**src/core/vis_defines.vh**
```
/*
  Vector slots, timer flag bits, sleep codes and cycle counts.
  Assumes inclusion by this block's design files only.
*/
`ifndef VIS_DEFINES_VH
`define VIS_DEFINES_VH

// ----------------------------------------------------------
// vector map: vector address is twice the slot index
// ----------------------------------------------------------
`define VIS_VEC_RESET 16'h0000
`define VIS_IDX_W 6
`define VIS_NUM_SLOTS 36
`define VIS_IDX_ARR0 6'h01
`define VIS_IDX_T2_CMP 6'h09
`define VIS_IDX_T2_OVF 6'h0A
`define VIS_IDX_T1_CAP 6'h0B
`define VIS_IDX_T1_CMPA 6'h0C
`define VIS_IDX_T1_CMPB 6'h0D
`define VIS_IDX_T1_OVF 6'h0E
`define VIS_IDX_T0_CMP 6'h0F
`define VIS_IDX_T0_OVF 6'h10
`define VIS_IDX_ARR4 6'h11
`define VIS_IDX_SER0 6'h15
`define VIS_IDX_ARR8 6'h18
`define VIS_IDX_SER1 6'h1C
`define VIS_IDX_ARR12 6'h1F
`define VIS_IDX_TWI 6'h23

// ----------------------------------------------------------
// timer flag bit positions
// ----------------------------------------------------------
`define VIS_TF_CMP_T0 0
`define VIS_TF_OVF_T0 1
`define VIS_TF_CMP_T2 2
`define VIS_TF_CAP_T1 3
`define VIS_TF_OVF_T2 4
`define VIS_TF_CMPA_T1 5
`define VIS_TF_CMPB_T1 6
`define VIS_TF_OVF_T1 7
`define VIS_COUNT_ZERO 8'h00

// ----------------------------------------------------------
// sleep select {hi,lo}
// ----------------------------------------------------------
`define VIS_SLP_IDLE 2'h0
`define VIS_SLP_PDOWN 2'h2
`define VIS_SLP_PSAVE 2'h3

// ----------------------------------------------------------
// sequence lengths in core cycles
// ----------------------------------------------------------
`define VIS_ENTRY_CYC 3'h4
`define VIS_RETURN_CYC 3'h4
`define VIS_JMP_CYC 2'h3

`endif

```
**src/core/vis_dispatch.v**
```verilog
/*
  Interrupt dispatch: picks a request, pushes and pops the pc, sleeps, wakes.
  Assumes instr_done_i, reti_i and sleep_instr_i pulses from the core,
  and stack read data one cycle after stack_re_o.
*/
`timescale 1ns/10ps
`default_nettype none
`include "vis_defines.vh"

// How it works
// - reset at 0000; array n at 0002+4n, pin n at 0004+4n.
// - timer vectors 0012 to 0020 in fixed order.
// - array 4..7 at 0022..0028; first serial at 002A..002E.
// - array 8..11, second serial, array 12..15, two-wire 0046.
// - small variant keeps slots of absent array 8..15.
// - capture event sets flag bit 3.
// - timer flag clears on vector entry or write of one.
// - timer request needs global enable, own enable, flag.
// - timer 2 compare match sets flag bit 2.
// - timer 0 overflow sets bit 1; pwm: on leaving zero.
// - timer 0 compare match sets flag bit 0.
// - vector four cycles after take; pc pushed, sp minus two.
// - vector jump takes three cycles.
// - multi-cycle instruction ends before service.
// - return: four cycles, pc popped, sp plus two.
// - one main instruction after return before next service.
// - sleep needs instruction and permit; select picks mode.
// - deep sleep: pin and array 0..3 low-level.
// - wake on enabled interrupt; resume after sleep instruction.
// - reset in sleep wakes to reset vector.
module vis_dispatch #(
  parameter ARRAY_LINES = 16
) (
  input wire sys_clk_i,
  input wire reset_n_i,
  input wire global_irq_enable_i,
  input wire [15:0] array_irq_line_i,
  input wire [3:0] pin_irq_line_i,
  input wire serial_rx_done_irq_i,
  input wire serial_tx_empty_irq_i,
  input wire serial_tx_done_irq_i,
  input wire serial1_rx_done_irq_i,
  input wire serial1_tx_empty_irq_i,
  input wire serial1_tx_done_irq_i,
  input wire two_wire_irq_i,
  input wire [7:0] timer_irq_enable_i,
  input wire t0_tick_i,
  input wire [7:0] t0_count_i,
  input wire [7:0] compare_value_t0_i,
  input wire t0_overflow_i,
  input wire t0_pwm_mode_i,
  input wire t2_tick_i,
  input wire [7:0] t2_count_i,
  input wire [7:0] compare_value_t2_i,
  input wire t2_overflow_i,
  input wire t1_capture_i,
  input wire t1_compare_a_i,
  input wire t1_compare_b_i,
  input wire t1_overflow_i,
  input wire flag_write_i,
  input wire [7:0] flag_write_data_i,
  input wire sleep_permit_i,
  input wire sleep_select_hi_i,
  input wire sleep_select_lo_i,
  input wire instr_done_i,
  input wire reti_i,
  input wire sleep_instr_i,
  input wire [15:0] pc_i,
  input wire [15:0] sp_i,
  input wire [7:0] stack_rdata_i,
  output wire [7:0] timer_flags_o,
  output wire core_hold_o,
  output reg stack_we_o,
  output reg stack_re_o,
  output reg [15:0] stack_addr_o,
  output reg [7:0] stack_wdata_o,
  output reg sp_load_o,
  output reg [15:0] sp_o,
  output reg pc_load_o,
  output reg [15:0] pc_o,
  output reg global_irq_clear_o,
  output reg global_irq_set_o,
  output wire sleeping_o,
  output wire [1:0] sleep_mode_o
);

  // ----------------------------------------------------------
  // states
  // ----------------------------------------------------------
  localparam ST_BOOT = 3'h0;
  localparam ST_RUN = 3'h1;
  localparam ST_ENTRY = 3'h2;
  localparam ST_RETURN = 3'h3;
  localparam ST_SLEEP = 3'h4;

  reg [2:0] state_q;
  reg [2:0] cyc_q;
  reg [1:0] jmp_q;
  reg hold_one_q;
  reg [1:0] mode_q;
  reg [`VIS_IDX_W-1:0] sel_q;
  reg [7:0] pop_hi_q;
  reg [15:0] sp_base_q;
  reg [3:0] pin_s1_q;
  reg [3:0] pin_s2_q;
  reg [7:0] hw_clear_w;
  wire [7:0] flags_w;
  wire [`VIS_NUM_SLOTS-1:0] req_w;
  wire [15:0] arr_w;
  wire deep_w;
  wire pick_valid_w;
  wire [`VIS_IDX_W-1:0] pick_idx_w;
  wire take_w;
  wire [7:0] ten_w;

  // ----------------------------------------------------------
  // pin synchroniser
  // ----------------------------------------------------------
  always @(posedge sys_clk_i or negedge reset_n_i) begin
    if (!reset_n_i) begin
      pin_s1_q <= 4'h0;
      pin_s2_q <= 4'h0;
    end else begin
      pin_s1_q <= pin_irq_line_i;
      pin_s2_q <= pin_s1_q;
    end
  end

  // ----------------------------------------------------------
  // timer flags
  // ----------------------------------------------------------
  vis_timer_flags u_tflags (
    .sys_clk_i(sys_clk_i),
    .reset_n_i(reset_n_i),
    .t0_tick_i(t0_tick_i),
    .t0_count_i(t0_count_i),
    .compare_value_t0_i(compare_value_t0_i),
    .t0_overflow_i(t0_overflow_i),
    .t0_pwm_mode_i(t0_pwm_mode_i),
    .t2_tick_i(t2_tick_i),
    .t2_count_i(t2_count_i),
    .compare_value_t2_i(compare_value_t2_i),
    .t2_overflow_i(t2_overflow_i),
    .t1_capture_i(t1_capture_i),
    .t1_compare_a_i(t1_compare_a_i),
    .t1_compare_b_i(t1_compare_b_i),
    .t1_overflow_i(t1_overflow_i),
    .flag_write_i(flag_write_i),
    .flag_write_data_i(flag_write_data_i),
    .hw_clear_i(hw_clear_w),
    .flags_o(flags_w)
  );
  assign timer_flags_o = flags_w;

  // ----------------------------------------------------------
  // request slots
  // ----------------------------------------------------------
  // deep sleep modes
  assign deep_w = (state_q == ST_SLEEP) &&
                  ((mode_q == `VIS_SLP_PDOWN) || (mode_q == `VIS_SLP_PSAVE));

  genvar g;
  generate
    for (g = 0; g < 16; g = g + 1) begin : g_arr
      if (g < ARRAY_LINES) begin : g_on
        if (g < 4) begin : g_lvl
          // low level requests in deep sleep
          assign arr_w[g] = deep_w ? ~array_irq_line_i[g] : array_irq_line_i[g];
        end else begin : g_hi
          assign arr_w[g] = array_irq_line_i[g];
        end
      end else begin : g_off
        assign arr_w[g] = 1'b0;
      end
    end
    for (g = 0; g < 4; g = g + 1) begin : g_low
      // array n and pin n interleave
      assign req_w[`VIS_IDX_ARR0 + 2 * g] = arr_w[g];
      assign req_w[`VIS_IDX_ARR0 + 2 * g + 1] = deep_w ? ~pin_s2_q[g] : pin_s2_q[g];
      assign req_w[`VIS_IDX_ARR4 + g] = arr_w[g + 4];
      assign req_w[`VIS_IDX_ARR8 + g] = arr_w[g + 8];
      assign req_w[`VIS_IDX_ARR12 + g] = arr_w[g + 12];
    end
  endgenerate

  assign req_w[0] = 1'b0;
  assign ten_w = flags_w & timer_irq_enable_i;
  assign req_w[`VIS_IDX_T2_CMP] = ten_w[`VIS_TF_CMP_T2];
  assign req_w[`VIS_IDX_T2_OVF] = ten_w[`VIS_TF_OVF_T2];
  assign req_w[`VIS_IDX_T1_CAP] = ten_w[`VIS_TF_CAP_T1];
  assign req_w[`VIS_IDX_T1_CMPA] = ten_w[`VIS_TF_CMPA_T1];
  assign req_w[`VIS_IDX_T1_CMPB] = ten_w[`VIS_TF_CMPB_T1];
  assign req_w[`VIS_IDX_T1_OVF] = ten_w[`VIS_TF_OVF_T1];
  assign req_w[`VIS_IDX_T0_CMP] = ten_w[`VIS_TF_CMP_T0];
  assign req_w[`VIS_IDX_T0_OVF] = ten_w[`VIS_TF_OVF_T0];
  assign req_w[`VIS_IDX_SER0] = serial_rx_done_irq_i;
  assign req_w[`VIS_IDX_SER0 + 1] = serial_tx_empty_irq_i;
  assign req_w[`VIS_IDX_SER0 + 2] = serial_tx_done_irq_i;
  assign req_w[`VIS_IDX_SER1] = serial1_rx_done_irq_i;
  assign req_w[`VIS_IDX_SER1 + 1] = serial1_tx_empty_irq_i;
  assign req_w[`VIS_IDX_SER1 + 2] = serial1_tx_done_irq_i;
  assign req_w[`VIS_IDX_TWI] = two_wire_irq_i;

  vis_prio_enc #(
    .N(`VIS_NUM_SLOTS)
  ) u_prio (
    .req_i(req_w),
    .valid_o(pick_valid_w),
    .idx_o(pick_idx_w)
  );

  // ----------------------------------------------------------
  // take decision
  // ----------------------------------------------------------
  // global enable gates every source
  // only at an instruction end while running, or at once while asleep
  // one main instruction after a return
  assign take_w = pick_valid_w && global_irq_enable_i && (jmp_q == 2'h0) &&
                  (((state_q == ST_RUN) && instr_done_i && !hold_one_q) ||
                   (state_q == ST_SLEEP));

  always @* begin
    hw_clear_w = 8'h00;
    if (take_w) begin
      case (pick_idx_w)
        `VIS_IDX_T2_CMP: hw_clear_w[`VIS_TF_CMP_T2] = 1'b1;
        `VIS_IDX_T2_OVF: hw_clear_w[`VIS_TF_OVF_T2] = 1'b1;
        `VIS_IDX_T1_CAP: hw_clear_w[`VIS_TF_CAP_T1] = 1'b1;
        `VIS_IDX_T1_CMPA: hw_clear_w[`VIS_TF_CMPA_T1] = 1'b1;
        `VIS_IDX_T1_CMPB: hw_clear_w[`VIS_TF_CMPB_T1] = 1'b1;
        `VIS_IDX_T1_OVF: hw_clear_w[`VIS_TF_OVF_T1] = 1'b1;
        `VIS_IDX_T0_CMP: hw_clear_w[`VIS_TF_CMP_T0] = 1'b1;
        `VIS_IDX_T0_OVF: hw_clear_w[`VIS_TF_OVF_T0] = 1'b1;
        default: hw_clear_w = 8'h00;
      endcase
    end
  end

  // ----------------------------------------------------------
  // sequencer
  // ----------------------------------------------------------
  always @(posedge sys_clk_i or negedge reset_n_i) begin
    if (!reset_n_i) begin
      state_q <= ST_BOOT;
      cyc_q <= 3'h0;
      jmp_q <= 2'h0;
      hold_one_q <= 1'b0;
      mode_q <= `VIS_SLP_IDLE;
      sel_q <= {`VIS_IDX_W{1'b0}};
      pop_hi_q <= 8'h00;
      sp_base_q <= 16'h0000;
    end else begin
      if (jmp_q != 2'h0) begin
        jmp_q <= jmp_q - 2'h1;
      end
      if (instr_done_i) begin
        hold_one_q <= 1'b0;
      end
      case (state_q)
        ST_BOOT: begin
          state_q <= ST_RUN;
        end
        ST_RUN: begin
          if (take_w) begin
            state_q <= ST_ENTRY;
            cyc_q <= 3'h0;
            sel_q <= pick_idx_w;
            sp_base_q <= sp_i;
          end else if (reti_i) begin
            state_q <= ST_RETURN;
            cyc_q <= 3'h0;
            sp_base_q <= sp_i;
          // sleep needs permit and the instruction
          end else if (sleep_instr_i && sleep_permit_i) begin
            state_q <= ST_SLEEP;
            mode_q <= {sleep_select_hi_i, sleep_select_lo_i};
          end
        end
        ST_SLEEP: begin
          if (take_w) begin
            state_q <= ST_ENTRY;
            cyc_q <= 3'h0;
            sel_q <= pick_idx_w;
            sp_base_q <= sp_i;
          end
        end
        // four entry cycles, then the vector
        ST_ENTRY: begin
          cyc_q <= cyc_q + 3'h1;
          if (cyc_q == `VIS_ENTRY_CYC - 3'h1) begin
            state_q <= ST_RUN;
            jmp_q <= `VIS_JMP_CYC;
          end
        end
        ST_RETURN: begin
          cyc_q <= cyc_q + 3'h1;
          // read data stands the cycle after each strobe
          if (cyc_q == 3'h2) begin
            pop_hi_q <= stack_rdata_i;
          end
          if (cyc_q == `VIS_RETURN_CYC - 3'h1) begin
            state_q <= ST_RUN;
            // hold until one main instruction ends
            hold_one_q <= 1'b1;
          end
        end
        default: begin
          state_q <= ST_RUN;
        end
      endcase
    end
  end

  // ----------------------------------------------------------
  // stack, pc and sp strobes (registered)
  // ----------------------------------------------------------
  always @(posedge sys_clk_i or negedge reset_n_i) begin
    if (!reset_n_i) begin
      stack_we_o <= 1'b0;
      stack_re_o <= 1'b0;
      stack_addr_o <= 16'h0000;
      stack_wdata_o <= 8'h00;
      sp_load_o <= 1'b0;
      sp_o <= 16'h0000;
      pc_load_o <= 1'b0;
      pc_o <= `VIS_VEC_RESET;
      global_irq_clear_o <= 1'b0;
      global_irq_set_o <= 1'b0;
    end else begin
      stack_we_o <= 1'b0;
      stack_re_o <= 1'b0;
      sp_load_o <= 1'b0;
      pc_load_o <= 1'b0;
      global_irq_clear_o <= 1'b0;
      global_irq_set_o <= 1'b0;
      case (state_q)
        // execution starts at the reset vector
        ST_BOOT: begin
          pc_load_o <= 1'b1;
          pc_o <= `VIS_VEC_RESET;
        end
        // push low then high byte, sp down by two
        ST_ENTRY: begin
          case (cyc_q)
            3'h0: begin
              stack_we_o <= 1'b1;
              stack_addr_o <= sp_base_q;
              stack_wdata_o <= pc_i[7:0];
              global_irq_clear_o <= 1'b1;
            end
            3'h1: begin
              stack_we_o <= 1'b1;
              stack_addr_o <= sp_base_q - 16'h0001;
              stack_wdata_o <= pc_i[15:8];
            end
            3'h2: begin
              sp_load_o <= 1'b1;
              sp_o <= sp_base_q - 16'h0002;
            end
            default: begin
              pc_load_o <= 1'b1;
              pc_o <= {{(16 - `VIS_IDX_W - 1){1'b0}}, sel_q, 1'b0};
            end
          endcase
        end
        // pop high then low byte, sp up by two
        ST_RETURN: begin
          case (cyc_q)
            3'h0: begin
              stack_re_o <= 1'b1;
              stack_addr_o <= sp_base_q + 16'h0001;
            end
            3'h1: begin
              stack_re_o <= 1'b1;
              stack_addr_o <= sp_base_q + 16'h0002;
            end
            3'h2: begin
              sp_load_o <= 1'b1;
              sp_o <= sp_base_q + 16'h0002;
            end
            default: begin
              // resumes where the push left off
              pc_load_o <= 1'b1;
              pc_o <= {pop_hi_q, stack_rdata_i};
              global_irq_set_o <= 1'b1;
            end
          endcase
        end
        default: begin
        end
      endcase
    end
  end

  // core stalls while the block owns the stack or sleeps
  assign core_hold_o = (state_q == ST_ENTRY) || (state_q == ST_RETURN) ||
                       (state_q == ST_SLEEP) || (state_q == ST_BOOT);
  assign sleeping_o = (state_q == ST_SLEEP);
  assign sleep_mode_o = mode_q;

endmodule // vis_dispatch
`default_nettype wire

```
**src/core/vis_prio_enc.v**
```verilog
/*
  Priority encoder: the lowest set slot wins.
  Assumes slot 0 is never requested.
*/
`timescale 1ns/10ps
`default_nettype none
`include "vis_defines.vh"

module vis_prio_enc #(
  parameter N = `VIS_NUM_SLOTS
) (
  input wire [N-1:0] req_i,
  output wire valid_o,
  output wire [`VIS_IDX_W-1:0] idx_o
);

  function [`VIS_IDX_W-1:0] lowest;
    input [N-1:0] v;
    integer k;
    begin
      lowest = {`VIS_IDX_W{1'b0}};
      for (k = N - 1; k >= 0; k = k - 1) begin
        if (v[k]) begin
          lowest = k[`VIS_IDX_W-1:0];
        end
      end
    end
  endfunction

  assign idx_o = lowest(req_i);
  assign valid_o = |req_i;

endmodule // vis_prio_enc
`default_nettype wire

```
**src/core/vis_timer_flags.v**
```verilog
/*
  Timer flags: set by events, cleared on vector entry or write of one.
  Assumes events and counts on the core clock.
*/
`timescale 1ns/10ps
`default_nettype none
`include "vis_defines.vh"

module vis_timer_flags (
  input wire sys_clk_i,
  input wire reset_n_i,
  input wire t0_tick_i,
  input wire [7:0] t0_count_i,
  input wire [7:0] compare_value_t0_i,
  input wire t0_overflow_i,
  input wire t0_pwm_mode_i,
  input wire t2_tick_i,
  input wire [7:0] t2_count_i,
  input wire [7:0] compare_value_t2_i,
  input wire t2_overflow_i,
  input wire t1_capture_i,
  input wire t1_compare_a_i,
  input wire t1_compare_b_i,
  input wire t1_overflow_i,
  input wire flag_write_i,
  input wire [7:0] flag_write_data_i,
  input wire [7:0] hw_clear_i,
  output wire [7:0] flags_o
);

  reg [7:0] flags_q;
  reg [7:0] t0_prev_q;
  reg [7:0] set_w;
  wire [7:0] clr_w;

  // t0 count before the current tick, for the pwm rule
  always @(posedge sys_clk_i or negedge reset_n_i) begin
    if (!reset_n_i) begin
      t0_prev_q <= 8'h00;
    end else if (t0_tick_i) begin
      t0_prev_q <= t0_count_i;
    end
  end

  always @* begin
    set_w = 8'h00;
    set_w[`VIS_TF_CMP_T0] = t0_tick_i && (t0_count_i == compare_value_t0_i);
    // overflow, or leaving zero in pwm
    set_w[`VIS_TF_OVF_T0] = t0_pwm_mode_i ?
      (t0_tick_i && (t0_prev_q == `VIS_COUNT_ZERO) && (t0_count_i != `VIS_COUNT_ZERO)) :
      t0_overflow_i;
    set_w[`VIS_TF_CMP_T2] = t2_tick_i && (t2_count_i == compare_value_t2_i);
    set_w[`VIS_TF_CAP_T1] = t1_capture_i;
    set_w[`VIS_TF_OVF_T2] = t2_overflow_i;
    set_w[`VIS_TF_CMPA_T1] = t1_compare_a_i;
    set_w[`VIS_TF_CMPB_T1] = t1_compare_b_i;
    set_w[`VIS_TF_OVF_T1] = t1_overflow_i;
  end

  assign clr_w = hw_clear_i | (flag_write_i ? flag_write_data_i : 8'h00);

  // a set in the clearing cycle wins, so no event is lost
  always @(posedge sys_clk_i or negedge reset_n_i) begin
    if (!reset_n_i) begin
      flags_q <= 8'h00;
    end else begin
      flags_q <= (flags_q & ~clr_w) | set_w;
    end
  end

  assign flags_o = flags_q;

endmodule // vis_timer_flags
`default_nettype wire

```
**config.mk**
```make
export PLATFORM = sky130hd
export DESIGN_NAME = vis_dispatch
export DESIGN_NICKNAME = d
export VERILOG_FILES = /design/src/core/vis_dispatch.v /design/src/core/vis_prio_enc.v /design/src/core/vis_timer_flags.v
export VERILOG_INCLUDE_DIRS = /design/src /design/src/core
export SDC_FILE = /design/constraint.sdc
export NUM_CORES = 1
export LEC_CHECK = 0
export BUFFER_PORTS_ARGS = -buffer_cell sky130_fd_sc_hd__buf_2
export CAP_MARGIN = 20
export CORE_ASPECT_RATIO = 1.75
export CORE_MARGIN = 10
export CORE_UTILIZATION = 45
export DETAILED_ROUTE_END_ITERATION = 16
export GPL_ROUTABILITY_DRIVEN = 0
export PLACE_DENSITY = 0.71
export SYNTH_ARGS = -nofsm -noshare
export SYNTH_HDL_FRONTEND = slang
export SYNTH_HIERARCHICAL = 1
export SYNTH_SLANG_ARGS = --single-unit
```
**constraint.sdc**
```tcl
create_clock -name sys_clk_i -period 7.9 [get_ports sys_clk_i]
set_input_delay 1.185 -clock sys_clk_i [delete_from_list [all_inputs] [get_ports sys_clk_i]]
set_output_delay 1.185 -clock sys_clk_i [all_outputs]
set_load 0.01 [all_outputs]
```
==> results of run 1 <==
-- metal layers --
| metal | GRT usage | up-vias | share of wire |
|---|---|---|---|
| li1 | - | 2962 | - |
| met1 | 0.183 | 2874 | 0.33 |
| met2 | 0.361 | 245 | 0.54 |
| met3 | 0.0658 | 61 | 0.073 |
| met4 | 0.111 | 2 | 0.048 |
| met5 | 0 | - | 0.00057 |
-- cell usage after synthesis (all sizes together), types with 4 or more instances --
cell / number
dfrtp: 127
nand2: 103
o21ai: 56
mux2: 42
nor2: 39
nor3: 28
inv: 26
xnor2: 26
xor2: 24
clkbuf: 22
a21oi: 18
buf: 18
nand3: 16
o31ai: 16
mux2i: 15
nor4: 15
and2: 12
nand4: 12
ha: 10
nor2b: 9
or4: 9
nand2b: 8
o32ai: 7
o22ai: 6
a31o: 5
and3: 5
a211oi: 4
-- path summary, 6_finish.rpt --
kind | depth (start not counted) | endpoint | slack, ps
worst max-delay path | 14 | u_tflags/flags_o[5]$_DFF_PN0_ | 3740
min in group asynchronous | 1 | pin_s1_q[3]$_DFF_PN0_ | 750
worst min register to register | 0 | pin_s2_q[3]$_DFF_PN0_ | 350
max in group asynchronous | 2 | stack_we_o$_DFF_PN0_ | 5900
worst max register to register | 14 | u_tflags/flags_o[5]$_DFF_PN0_ | 3740
worst min-delay path | 0 | pin_s2_q[3]$_DFF_PN0_ | 350
-- flip-flops by register name, indices dropped and copies added, names as in the netlist, 6 cells and up --
register,flops
pop_hi_q,8
sp_base_q,16
pc_o,16
stack_addr_o,16
stack_wdata_o,8
sp_o,16
sel_q,6
u_tflags/t0_prev_q,8
u_tflags/flags_o,8
-- power by group --
group	internal (mW)	switching (mW)	leakage [nW]	total [mW]
combinational	0.517	0.705	2.17	1.22
clock	0.468	0.298	0.282	0.766
sequential	0.891	0.258	1.56	1.15
total	1.88	1.26	4.02	3.14
-- worst max-delay path, delay by kind of cell (launching register included) --
kind            cells  cell delay (ps)
simple gates       11             2750
flops               1              670
xor+xnor            1              370
compound gates      1              190
buf+inv             1               60
-- logic make-up (layout without fill, tap and decap cells) --
group	after synthesis	count (layout)	share of synthesized area
AOI/OAI and AO/OA	136	136	0.126
xor gates and xnor gates	50	50	0.0623
adders and majority gates	10	10	0.0178
buffers and inverters	67	269	0.0474
DFF	127	127	0.452
muxes	57	57	0.0887
other	1	4	0.000534
and+or+nand+nor	278	278	0.205
-- area by class of cell --
cell class	count	area, um2
Fill cell	1401	6680
Tap cell	186	233
Multi-Input combinational cell	535	3540
Clock inverter	11	106
Inverter	26	97.6
Clock buffer	21	480
Timing Repair Buffer	211	1080
Sequential cell	127	3180
-- stage by stage --
| stage | total power [mW] | util | area (um2) | cells | setup WS, ps |
|---|---|---|---|---|---|
| 2_1_floorplan | 1.98 | - | 7040 | 729 | 4300 |
| 3_3_place_gp | 2.35 | 0.527 | 8110 | 1084 | 3920 |
| 3_5_place_dp | 2.39 | 0.528 | 8120 | 1085 | 3760 |
| 4_1_cts | 3.17 | 0.566 | 8710 | 1117 | 3730 |
| 5_1_grt | 3.36 | 0.566 | 8710 | 1117 | 3250 |
| 6_report | 3.14 | 0.566 | 8710 | 1117 | 3740 |
==> impl_metrics.tcl, run 1 <==
set metrics [dict create \
    status "finished clean" \
    final_cell_mix "buf_2, dfrtp_1, nand2_1, o21ai_0, mux2_2" \
    fin_crit_sh 0.527 \
    rsz0062_at_grt "false" \
    synth_cells 726 \
    hold_buffers 0 \
    first_global_vias 6459 \
    rows 60 \
    dp_hpwl_mm 16.7 \
    cpMaxStageDelayCell "dfrtp_1" \
    tritoncts "built" \
    path_clk_slew_ps 60 \
    min_path_type "reg -> reg" \
    die_h_um 185 \
    ys.flop_type "dfrtp_1" \
    final_nets 1062 \
    skew_ps 6.96 \
    flow.area_growth_from_synthesis_pct 23.9 \
    start_util 0.457 \
    crit_required_ps 8200 \
    antenna_found_initial 2 \
    grt_max_degree 68 \
    path_max_fanout 23 \
    setup_viol 0 \
    syn_area_mm2 0.00703 \
    ctsResizeCount 0 \
    holdWs_ps 347 \
    ys_seq_elements 127 \
    cts_num_sinks 127 \
    synth_cell_types 74 \
    tightest_slew_ps 1030 \
    clockBufferDepth 2 \
    yosys_warnings 6 \
    pwr_density_cell_mw_per_mm2 360 \
    grt_util_all_layers 0.197 \
    syn_avg_cell_area_um2 9.68 \
    yosys.area.top_type "dfrtp_1" \
    max_freq_mhz 240 \
    drc 0 \
    antenna_cells 0 \
    ios 208 \
    ir_worst_vdd_mv 0.175 \
    cts.htree.levels 4 \
    crit_path_max_incr_delay_ps 670 \
    cp-startpoint "state_q[0]$_DFFE_PN0P_" \
    viasPerCell 5.50 \
    postSynth.asyncResetShare 1.00 \
    setup_tns_ps 0 \
    grt_overflow 0 \
    synth_top_area_frac 0.452 \
    firstDrtPassIters 4 \
    worstPathArrival_ps 4470 \
    grt_pass1_wl_mm 32.7 \
    worstSetupEndpointType "flip-flop" \
    io_buffers 207 \
    synth_edf_count 0 \
    die_area_mm2 0.0212 \
    cp_cell_sequence "nor3b_1 > and2_1 > xor2_1 > nor4_1 > and3_1 > nand2b_1 > nor2_1 > nand2_1 > nand4bb_1 > nor2_2 > nand4_1 > nor3_1 > inv_1 > a31o_2" \
    layout_commonest_cell "buf_2" \
    worstReg2RegStart "state_q[0]$_DFFE_PN0P_" \
    hold_violations 0 \
    slew_headroom 0.309 \
    min_period_ps 4160 \
    clk_latency_ps 410 \
    core_area_mm2 0.0154 \
    crit_type "reg -> reg" \
    max_cap_viol_count 0 \
    drt_iter0_drc 292 \
    ant_nets 0 \
    postCtsSetupBuffers 0 \
    p_leak_nw 4.02 \
    root_buffer "clkbuf_16" \
    slew_viol_final 0 \
    drive_above_1_share 0.334 \
    cts_made_buffers 17 \
    yosysSeqAreaShare 0.452 \
    netlist_top_cells_area "dfrtp_1, mux2_2, nand2_1" \
    post_drt_wl_per_cell_um 18.9 \
    worstHoldStart "pin_s1_q[3]$_DFF_PN0_" \
    startpoint_type "flip-flop" \
    vias 6144 \
    die_x_um 114 \
    wl_mm 21.1 \
]
Note: power is estimated with default switching activity, not from simulation.
==> run 2, diff against run 1 <==
==> constraint.sdc (replaced) <==
create_clock -name sys_clk_i -period 4.3 [get_ports sys_clk_i]
set_input_delay 0.645 -clock sys_clk_i [delete_from_list [all_inputs] [get_ports sys_clk_i]]
set_output_delay 0.645 -clock sys_clk_i [all_outputs]
set_load 0.01 [all_outputs]
==> impl_metrics.tcl, run 2 (synthesis results as in run 1) <==
set metrics [dict create \
    grt_overflow 0 \
    post_drt_wl_per_cell_um 18.8 \
    cts.htree.levels 4 \
    postLayoutCellArea_mm2 0.00874 \
    drc 0 \
    setup_viol 0 \
    path_max_fanout 12 \
    pwr_density_cell_mw_per_mm2 663 \
    antenna_cells 0 \
    grt_pass1_wl_mm 32.8 \
    grt_util_all_layers 0.196 \
    max_cap_viol_count 0 \
    root_buffer "clkbuf_16" \
    fin_crit_sh 0.860 \
    ir_worst_vdd_mv 0.321 \
    seq_area_mm2 0.00318 \
    worstPathArrival_ps 4010 \
    slew_viol_final 0 \
    p_leak_nw 4.04 \
    dr_wl_met3_mm 1.49 \
    viasPerCell 5.51 \
    crit_required_ps 4610 \
    min_path_type "in -> async" \
    ant_nets 0 \
    worstSetupEndpointType "flip-flop" \
    antenna_found_initial 1 \
    vias 6172 \
    max_freq_mhz 270 \
    slew_headroom 0.379 \
    hold_violations 0 \
    skew_ps 9.32 \
    firstDrtPassIters 4 \
    die_x_um 114 \
    first_global_vias 6486 \
    cts_made_buffers 17 \
    layout_commonest_cell "buf_2" \
    grt_max_degree 99 \
    setup_tns_ps 0 \
    final_nets 1066 \
    tritoncts "built" \
    holdWs_ps 325 \
    die_area_mm2 0.0212 \
    clk_latency_ps 420 \
    ios 208 \
    post_dp_cell_area_mm2 0.00815 \
    rows 60 \
    final_cell_mix "buf_2, dfrtp_1, nand2_1, o21ai_0, mux2_2" \
    multi_input_area_mm2 0.00354 \
    drt_iter0_drc 218 \
    min_period_ps 3700 \
    status "finished clean" \
    core_area_mm2 0.0154 \
    dp_hpwl_mm 16.6 \
    crit_type "reg -> reg" \
    hold_buffers 0 \
    start_util 0.457 \
    wl_met1_mm 7.26 \
    flow.area_growth_from_synthesis_pct 24.3 \
    io_buffers 207 \
    path_clk_slew_ps 60 \
    die_h_um 185 \
    clockBufferDepth 2 \
    startpoint_type "flip-flop" \
    dr_wl_met2_mm 11.7 \
    postCtsSetupBuffers 0 \
    drive_above_1_share 0.337 \
    rsz0062_at_grt "false" \
    cts_num_sinks 127 \
    wl_mm 21.1 \
    tightest_slew_ps 931 \
    fillCellCount 1415 \
    highest_layer "met4" \
    ctsResizeCount 0 \
]
## run 2: cell types whose count changed in the layout (fill, tap and decap cells not counted)
cell / previous run / this run
buf_4: 3 / 7
bufinv_16: 1 / 2
clkbuf_8: 4 / 0
clkinv_2: 2 / 3
clkinv_4: 3 / 2
inv_6: 2 / 5
## run 2: layer usage
layer,vias up,GRT usage
li1,2962,-
met1,2898,0.185
met2,262,0.369
met3,50,0.0612
met4,0,0.0926
met5,-,0
## run 2: layout make-up
cell class	instances	area share
clock buffers	17	0.0487
clock inverters	15	0.0182
inverters	26	0.0112
multi-input cells	535	0.405
flip-flops and latches	127	0.364
well taps	186	0.0266
repair buffers	215	0.127
## run 2: through the flow
stage               power (mW)  instances  setup slack [ps]  utilization
floorplan                 3.64        729               701            -
global placement          4.34       1088               673        0.529
detailed placement        4.42       1089               599        0.530
CTS                       5.87       1121               591        0.568
global route              6.23       1121               234        0.568
finish                    5.80       1121               601        0.568
## run 2: critical path: stages (launching register included)
cell,delay (ps)
dfrtp_1,500
nor3b_1,250
buf_4,160
and2_1,390
xor2_1,360
nor4_1,120
and3_1,180
nand2b_1,120
nor2_1,50
nand2_1,70
nand4bb_1,190
nor2_2,450
nand4_1,290
nor3_1,210
inv_1,60
a31o_2,190
## run 2: power by group
part           switching [mW]  internal, mW
sequential              0.445          1.64
clock                   0.572         0.860
combinational            1.32         0.965
total                    2.33          3.46
## run 2: final timing paths
check	slack [ps]	from	to	cells after the start
min in group sys_clk_i	330	pin_irq_line_i[0]	pin_s1_q[0]$_DFF_PN0_	1
hold reg to reg	350	pin_s1_q[3]$_DFF_PN0_	pin_s2_q[3]$_DFF_PN0_	0
setup / recovery	600	state_q[1]$_DFFE_PN0P_	u_tflags/flags_o[5]$_DFF_PN0_	15
max in group asynchronous	3010	reset_n_i	stack_wdata_o[0]$_DFFE_PN0P_	2
setup reg to reg	600	state_q[1]$_DFFE_PN0P_	u_tflags/flags_o[5]$_DFF_PN0_	15
hold / removal	320	reset_n_i	pop_hi_q[2]$_DFFE_PN0P_	1
